--- config.mk ---
export PLATFORM = sky130hd
export DESIGN_NAME = pci_config_io_access_port
export DESIGN_NICKNAME = d
export VERILOG_FILES = /design/src/hdl/cfg_field_split.v /design/src/hdl/pci_config_io_access_port.v
export VERILOG_INCLUDE_DIRS = /design/src /design/src/hdl
export SDC_FILE = /design/constraint.sdc
export NUM_CORES = 1
export LEC_CHECK = 0
export BUFFER_PORTS_ARGS = -buffer_cell sky130_fd_sc_hd__buf_2
export CAP_MARGIN = 10
export CORE_UTILIZATION = 51
export CTS_CLUSTER_DIAMETER = 120
export CTS_CLUSTER_SIZE = 30
export DETAILED_ROUTE_END_ITERATION = 7
export PLACE_DENSITY = 0.83
export SLEW_MARGIN = 20
export SYNTH_ARGS = -nofsm -noshare
export SYNTH_HDL_FRONTEND = slang
export SYNTH_HIERARCHICAL = 1
export SYNTH_SLANG_ARGS = --single-unit
--- constraint.sdc ---
create_clock -name clk -period 6.5 [get_ports clk]
set_clock_uncertainty 0.05 [all_clocks]
set_input_delay 1.3 -clock clk [delete_from_list [all_inputs] [get_ports clk]]
set_output_delay 1.3 -clock clk [all_outputs]
set_load 0.05 [all_outputs]
--- src/hdl/cfg_port_defs.vh ---
// Constants for the configuration I/O access port
`ifndef CFG_PORT_DEFS_VH
`define CFG_PORT_DEFS_VH
`define SEL_ADDR      16'h0cf8
`define WIN_ADDR      16'h0cfc
`define SEL_RESET     32'h00000000
`define SEL_EN_BIT    31
`define SEL_BUS_HI    23
`define SEL_BUS_LO    16
`define SEL_DEV_HI    15
`define SEL_DEV_LO    11
`define SEL_FN_HI     10
`define SEL_FN_LO     8
`define SEL_REG_HI    7
`define SEL_REG_LO    2
`endif

--- src/hdl/cfg_field_split.v ---
// Splits a selector word into target fields
`timescale 1ns/10ps
`include "cfg_port_defs.vh"
module cfg_field_split (
  input  wire [31:0] selector,
  output wire        enable,
  output wire [7:0]  busNum,
  output wire [4:0]  devNum,
  output wire [2:0]  fnNum,
  output wire [5:0]  regNum
);
  // Field extraction; register field sits just below the function field
  assign enable = selector[`SEL_EN_BIT];
  assign busNum = selector[`SEL_BUS_HI:`SEL_BUS_LO];
  assign devNum = selector[`SEL_DEV_HI:`SEL_DEV_LO];
  assign fnNum  = selector[`SEL_FN_HI:`SEL_FN_LO];
  assign regNum = selector[`SEL_REG_HI:`SEL_REG_LO];
endmodule // cfg_field_split

--- src/hdl/pci_config_io_access_port.v ---
// Configuration selector and data window decoder on the host I/O bus
// Behaviour
// - The selector register is decoded as a doubleword I/O port at 0cf8.
// - The data window is decoded as a doubleword I/O port at 0cfc.
// - After the selector is loaded with bit 31 set, each data window access runs a config transfer.
// - Byte enables on a data window access choose which bytes are transferred.
// - Only full doubleword selector accesses are claimed; others pass as plain I/O.
// - The selector is 32 bits and bits 23..16 give the bus number.
// - Bits 15..11 give the device number.
// - Bits 10..8 give the function number.
// - The register number is taken from bits 7..2, just below the function field.
`timescale 1ns/10ps
`include "cfg_port_defs.vh"
module pci_config_io_access_port (
  input  wire        clk,
  input  wire        reset_n,
  input  wire        ioValid,
  input  wire        ioWrite,
  input  wire [15:0] ioAddr,
  input  wire [3:0]  ioByteEn,
  input  wire [31:0] ioWrData,
  output wire        ioClaim,
  output wire        ioReady,
  output reg  [31:0] ioRdData,
  output wire        ioPassThru,
  output reg         cfgValid,
  output reg         cfgWrite,
  output reg  [7:0]  cfgBus,
  output reg  [4:0]  cfgDev,
  output reg  [2:0]  cfgFn,
  output reg  [5:0]  cfgReg,
  output reg  [3:0]  cfgByteEn,
  output reg  [31:0] cfgWrData,
  input  wire        cfgDone,
  input  wire [31:0] cfgRdData,
  output wire [31:0] selectorOut
);
  // One-hot sequencer states
  localparam ST_IDLE = 3'b001;
  localparam ST_CFG  = 3'b010;
  localparam ST_RESP = 3'b100;

  // Registered state and next values
  reg  [31:0] selector_q;
  reg  [31:0] selector_d;
  reg  [2:0]  state_q;
  reg  [2:0]  state_d;
  reg         cfgValid_d;
  reg         cfgWrite_d;
  reg  [7:0]  cfgBus_d;
  reg  [4:0]  cfgDev_d;
  reg  [2:0]  cfgFn_d;
  reg  [5:0]  cfgReg_d;
  reg  [3:0]  cfgByteEn_d;
  reg  [31:0] cfgWrData_d;
  reg  [31:0] ioRdData_d;

  // Decoded fields and request qualifiers
  wire        selEnable;
  wire [7:0]  fBus;
  wire [4:0]  fDev;
  wire [2:0]  fFn;
  wire [5:0]  fReg;
  wire        hitSel;
  wire        hitWin;
  wire        fullDword;
  wire        selAccess;
  wire        winAccess;
  wire        isIdle;
  wire        selTake;
  wire        winTake;
  wire        cfgFinish;
  wire [31:0] laneMask;
  genvar      lane;

  // Field split of the live selector word
  cfg_field_split uSplit (
    .selector (selector_q),
    .enable   (selEnable),
    .busNum   (fBus),
    .devNum   (fDev),
    .fnNum    (fFn),
    .regNum   (fReg)
  );

  // Address decode; only full dword selector cycles are ours
  assign hitSel    = ioAddr == `SEL_ADDR;
  assign hitWin    = ioAddr == `WIN_ADDR;
  assign fullDword = ioByteEn == 4'hf;
  assign selAccess = ioValid && hitSel && fullDword;
  // Window claimed only when the selector enables config cycles
  assign winAccess = ioValid && hitWin && selEnable;
  // Busy sequencer refuses new work; the host keeps its request up
  assign isIdle      = state_q == ST_IDLE;
  assign ioClaim     = (selAccess || winAccess) && isIdle;
  assign ioPassThru  = ioValid && !(selAccess || winAccess);
  assign ioReady     = state_q == ST_RESP;
  assign selectorOut = selector_q;

  // Accepted requests of each kind
  assign selTake   = ioClaim && selAccess;
  assign winTake   = ioClaim && winAccess;
  assign cfgFinish = state_q == ST_CFG && cfgDone;

  // Lane mask; unselected lanes of a read come back as zero
  generate
    for (lane = 0; lane < 4; lane = lane + 1) begin : gLane
      assign laneMask[lane*8 +: 8] = {8{cfgByteEn[lane]}};
    end
  endgenerate

  // Selector next value; bits 1..0 are never stored
  always @* begin
    selector_d = selector_q;
    if (selTake && ioWrite) begin
      selector_d = {ioWrData[31:2], 2'b00};
    end
  end

  // Selector register; cleared on reset so config cycles start disabled
  always @(posedge clk or negedge reset_n) begin
    if (!reset_n) begin
      selector_q <= `SEL_RESET;
    end else begin
      selector_q <= selector_d;
    end
  end

  // Next state; one access in flight at a time
  always @* begin
    state_d = state_q;
    case (state_q)
      ST_IDLE: begin
        if (selTake) begin
          state_d = ST_RESP;
        end else if (winTake) begin
          state_d = ST_CFG;
        end
      end
      ST_CFG: begin
        // Waits on the target side; no time limit on its answer
        if (cfgDone) begin
          state_d = ST_RESP;
        end
      end
      ST_RESP: begin
        state_d = ST_IDLE;
      end
      default: begin
        state_d = ST_IDLE;
      end
    endcase
  end

  // Transfer request fields; frozen while the target works on them
  always @* begin
    cfgValid_d  = cfgValid;
    cfgWrite_d  = cfgWrite;
    cfgBus_d    = cfgBus;
    cfgDev_d    = cfgDev;
    cfgFn_d     = cfgFn;
    cfgReg_d    = cfgReg;
    cfgByteEn_d = cfgByteEn;
    cfgWrData_d = cfgWrData;
    if (winTake) begin
      cfgValid_d  = 1'b1;
      cfgWrite_d  = ioWrite;
      cfgBus_d    = fBus;
      cfgDev_d    = fDev;
      cfgFn_d     = fFn;
      cfgReg_d    = fReg;
      cfgByteEn_d = ioByteEn;
      cfgWrData_d = ioWrData;
    end else if (cfgFinish) begin
      cfgValid_d  = 1'b0;
    end
  end

  // Read data; a write leaves the last read value standing
  always @* begin
    ioRdData_d = ioRdData;
    if (selTake && !ioWrite) begin
      ioRdData_d = selector_q;
    end else if (cfgFinish && !cfgWrite) begin
      ioRdData_d = cfgRdData & laneMask;
    end
  end

  // Sequencer state register
  always @(posedge clk or negedge reset_n) begin
    if (!reset_n) begin
      state_q <= ST_IDLE;
    end else begin
      state_q <= state_d;
    end
  end

  // Request register toward the config target
  always @(posedge clk or negedge reset_n) begin
    if (!reset_n) begin
      cfgValid  <= 1'b0;
      cfgWrite  <= 1'b0;
      cfgBus    <= 8'h00;
      cfgDev    <= 5'h00;
      cfgFn     <= 3'h0;
      cfgReg    <= 6'h00;
      cfgByteEn <= 4'h0;
      cfgWrData <= 32'h00000000;
    end else begin
      cfgValid  <= cfgValid_d;
      cfgWrite  <= cfgWrite_d;
      cfgBus    <= cfgBus_d;
      cfgDev    <= cfgDev_d;
      cfgFn     <= cfgFn_d;
      cfgReg    <= cfgReg_d;
      cfgByteEn <= cfgByteEn_d;
      cfgWrData <= cfgWrData_d;
    end
  end

  // Read data register; holds until the next read completes
  always @(posedge clk or negedge reset_n) begin
    if (!reset_n) begin
      ioRdData <= 32'h00000000;
    end else begin
      ioRdData <= ioRdData_d;
    end
  end
endmodule // pci_config_io_access_port

* After elaboration in Yosys (flattened, before gate mapping)
Cells that the tools add are included.
** Cells by class
- Multiplexer cells :: 8
- Bitwise logic cells :: 1
- Reductions and logical operators :: 19
- Eq/ne operators :: 8
** Operators by type and width (count)
- $mux W32 :: 2
- $and A32 B32 Y32 :: 1
- $eq A16 B12 Y1 const B :: 2
- $logic_and A1 B1 Y1 :: 12
- $mux W3 :: 3
- $pmux W3 S2 :: 1
- $eq A4 B4 Y1 const B :: 1
- $reduce_bool A2 Y1 :: 2
- $eq A3 B1 Y1 const B :: 1
- $eq A3 B2 Y1 const B :: 1
- $eq A3 B3 Y1 const B :: 1
- $logic_not A1 Y1 :: 3
- $ne A3 B1 Y1 const B :: 1
- $mux W1 :: 2
- $ne A2 B2 Y1 const B :: 1
- $reduce_and A2 Y1 :: 1
- $logic_or A1 B1 Y1 :: 1
** Storage, ports and cells
- Output and inout bits :: 127
- Register bits after elaboration :: 125
- Logic and storage cells :: 47
- Input bits :: 89

* Logic depth before layout (Yosys ltp)
- Depth after elaboration :: 9
- Gate-level depth with buffers :: 6
- Gate-level depth less buffers :: 4

* Modules after synthesis
The synthesis kept the hierarchy.
** Modules (own cells, without submodules)
- pci_config_io_access_port :: times used 1, area each 5387.7 sq um, cells an instance 393, seq. area each 3129.3 sq um
- cfg_field_split :: times used 1, area each 172.7 sq um, cells an instance 23, seq. area each 0.0 sq um

* Least setup slack after synthesis
No wires, ideal clock.
- Kind :: input to output
- Start :: in ioAddr[12]
- End :: out ioClaim
- Path slack :: 2.039 ns
- Path buffers :: 0
- Arrival time :: 3.111 ns
- Cell stages on the path :: 4
- Required time :: 5.150 ns
- Path through :: or4b_1 > nor4_2 > o21ai_0 > nor2_1
** Between the ends
- Word-level cells in the longest chain between the ends :: 5
- Elaborated cells between the ends (all ways) :: 8
- Those cells by class :: eq/ne (2); reduce/logical (6)
** RTL lines
- start, declared :: line pci_config_io_access_port.v:19 : input wire [15:0] ioAddr,
- $eq A16 B12 Y1 (no line)
- $logic_and A1 B1 Y1, on equally long branches (2 in a row) :: line pci_config_io_access_port.v:90, pci_config_io_access_port.v:92
- $logic_or A1 B1 Y1 (*) :: line pci_config_io_access_port.v:95 : assign ioClaim = (selAccess || winAccess) && isIdle;
- $logic_and A1 B1 Y1 (*) :: line pci_config_io_access_port.v:95
- end, declared :: line pci_config_io_access_port.v:22 : output wire ioClaim,
Every way passes the cells marked *; elsewhere a longest branch is shown, timed or not.

* Worst setup path in the final report
- Start :: in ioAddr[12]
- End :: out ioPassThru
** Between the ends
- Word-level cells in the longest chain between the ends :: 6
- Elaborated cells between the ends (all ways) :: 9
- Those cells by class :: eq/ne (2); reduce/logical (7)
** RTL lines
- $eq A16 B12 Y1 (no line)
- $logic_and A1 B1 Y1, on equally long branches (2 in a row) :: line pci_config_io_access_port.v:90, pci_config_io_access_port.v:92
- $logic_or A1 B1 Y1 (*) :: line pci_config_io_access_port.v:96 : assign ioPassThru = ioValid && !(selAccess || winAccess);
- $logic_not A1 Y1 (*) :: line pci_config_io_access_port.v:96
- $logic_and A1 B1 Y1 (*) :: line pci_config_io_access_port.v:96
- end, declared :: line pci_config_io_access_port.v:25 : output wire ioPassThru,
Marked as above.

==> flow_summary.ini <==
[run_status]
status = completed

[cells_and_area]
n_antenna_cell = 0
layout_common_cells = buf_2 (212), dfrtp_1 (124), mux2_2 (60), mux2_1 (59), inv_1 (32)
final_common_cell = buf_2
layout-drive-gt1-share = 0.506
n_fill_cell = 767
final_net_count = 697
syn2layout_area_growth_pct = 27.8

[sta]
fmax_mhz = 225
slew_headroom = 0.374
slew_violations = 0
rsz0062_at_grt = false
finalHoldViolCount = 0
setup_violations = 0
finalCritPeriodShare = 0.685
worst_pin_slew_ns = 0.939
min_period_ns = 4.45
setup_slack_ns = 2.05
tns_ns = 0

[yosys]
async_flop_share = 1.00
synthTopCellsByArea = dfrtp_1 (56%), mux2_2 (12%), mux2_1 (12%)
synthCells = 416
synth-seq-area-share = 0.563
yosysWarnings = 6
avgSynthCellArea_um2 = 13.4
synth_top_area_frac = 0.558
synthSimpleGateAreaFrac = 0.0533
synth_cell_types = 33
synth-edff-count = 0
syn_area_mm2 = 0.00556
synth_top_cell_by_area = dfrtp_1
synth_ff_type = dfrtp_1
synth_compound_area_frac = 0.00968
muxShareOfSynthArea = 0.295
synthAdderAreaFrac = 0
synth_xor_xnor_area_share = 0
synth_seq_cells = 125
synth_top_family_by_area = multiplexers

[global_routing]
antenna_found_initial = 0
grt_max_degree = 69
track_usage = 0.244
grt-ovfl-total = 0
use_met3 = 0.0656
grt_util_met1 = 0.268
grtUsageMet2 = 0.443
grt-busiest-layer = met2
grt_pass1_vias = 4182
grt_pass1_wl_um = 20800

[clocking]
cts.clk_slew.worst_paths_ns = 0.06
numCtsBuffers = 17
clk-insertion-delay-late_ns = 0.51
postCtsSetupBuffers = 0
cts_tree = yes
ctsLongestPathBuffers = 2
ctsHtreeMaxLevel = 4
root_buffer = clkbuf_8
holdBufCountCts = 0
cts_sinks = 125
cts_resized = 0

[routing]
drc_errors = 0
drtIter0Drc = 165
vias_per_cell = 5.08
firstDrtPassIters = 4
wl_per_cell_um = 17.3
vias = 3847
ant_nets = 0
drt_wl_total_um = 13100

[critical_path]
r2r-end = cfgWrData[23]
reg2regPathDepth = 5
critical-path-max-stage-delay_ns = 0.53
cp_common_cell = buf_2
r2r_start = state_q[0]
setup.worst_path.class = input port to primary output
slowest_stage = or4b_1
worstPathRequired_ns = 5.15
cp.arrival_ns = 3.10
crit_path_end_kind = primary output
start_kind = input port
r2r_slack_ns = 3.56
crit_chain = buf_2 -> or4b_1 -> nor4_2 -> o21ai_0 -> and2_1 -> buf_2
crit_path_max_fanout = 5

[pwr]
powerDensity_mw_per_mm2 = 244
cellLeakagePower_nw = 3.93
ir_drop_uv = 169

[die]
die-area_mm2 = 0.0113
fp.dieW_um = 106
fp.dieH_um = 106
core_mm2 = 0.0105
io_pins = 216
initial_utilization = 0.531
rows = 37

[hold_path]
min_to = cfgBus[4]
worstHoldStart = cfgBus[4]
holdCritPathClass = flop to flop
min_path_cells = 1

[job]
maxCapViolations = 0

[placed_design]
post-dp-hpwl_um = 9380
portBuffers = 213
pre_cts_slack_ns = 2.05
gp_congestion = 0.809
-- per-stage QoR --
step | utilization | cell area [µm²] | power (mW) | hold slack [ns] | instances
after CTS | 0.679 | 7100 | 1.74 | 0.433 | 757
after global routing | 0.679 | 7100 | 1.79 | 0.450 | 757
after floorplan | - | 5560 | 0.800 | 0.398 | 417
after global placement | 0.624 | 6530 | 0.843 | 0.412 | 725
final | 0.679 | 7100 | 1.73 | 0.428 | 757
after detailed placement | 0.624 | 6530 | 0.845 | 0.420 | 725
-- cells in the mapped netlist (4+ instances only) --
master	number
inv_1	32
buf_4	25
mux2i_1	30
mux2_2	60
nor2_1	5
buf_1	4
nand2_1	31
dfrtp_1	124
buf_6	6
and3_1	4
mux2_1	59
buf_2	7
-- sequential cells by signal (all words and copies together), names as in the netlist --
| register | count |
|---|---|
| state_q | 3 |
| selectorOut | 30 |
| cfgDev | 5 |
| cfgValid | 1 |
| cfgWrite | 1 |
| cfgWrData | 32 |
| cfgByteEn | 4 |
| cfgBus | 8 |
| cfgReg | 6 |
| ioRdData | 32 |
| cfgFn | 3 |
-- worst max-delay path by stage --
stage | slack, ns | cells after the start | start | end
after detailed placement | 2.05 | 6 | ioAddr[12] | ioPassThru
final | 2.05 | 6 | ioAddr[12] | ioPassThru
after floorplan | 2.04 | 4 | ioAddr[12] | ioClaim
after CTS | 2.04 | 6 | ioAddr[12] | ioPassThru
after global placement | 2.12 | 6 | ioAddr[12] | ioPassThru
after global routing | 1.94 | 6 | ioAddr[12] | ioClaim
-- layout make-up --
cell class / instances / area [µm²] / share of cell area
multi-input combinational: 215 / 2010 / 0.283
clock inverter: 13 / 143 / 0.0201
sequential: 125 / 3130 / 0.440
inverter: 32 / 120 / 0.0169
timing repair buffer: 217 / 1100 / 0.155
clock buffer: 19 / 432 / 0.0608
tap: 136 / 170 / 0.0240
-- power breakdown --
group / leakage (nW) / switching [mW] / internal, mW
clock: 0.266 / 0.345 / 0.556
combinational: 2.07 / 0.0314 / 0.0210
sequential: 1.59 / 0.00000522 / 0.779
total: 3.93 / 0.376 / 1.36
-- critical path: cells and delay by family --
kind / cells / cell delay, ns
buffers and inverters: 2 / 0.30
and+or+nand+nor: 3 / 1.23
AOI/OAI and AO/OA: 1 / 0.27
-- logic make-up after synthesis --
logic type,count (synthesis)
multiplexers,149
flip-flops,125
buffers and inverters,77
AND/OR/NAND/NOR,57
AO/OA/AOI/OAI,7
other,1
-- per-layer routing --
metal | wire, µm | vias up
li1 | - | 1775
met1 | 5230 | 1910
met2 | 6870 | 139
met3 | 713 | 23
met4 | 278 | 0
met5 | 0 | -
Power figures use the tool's default switching activity.
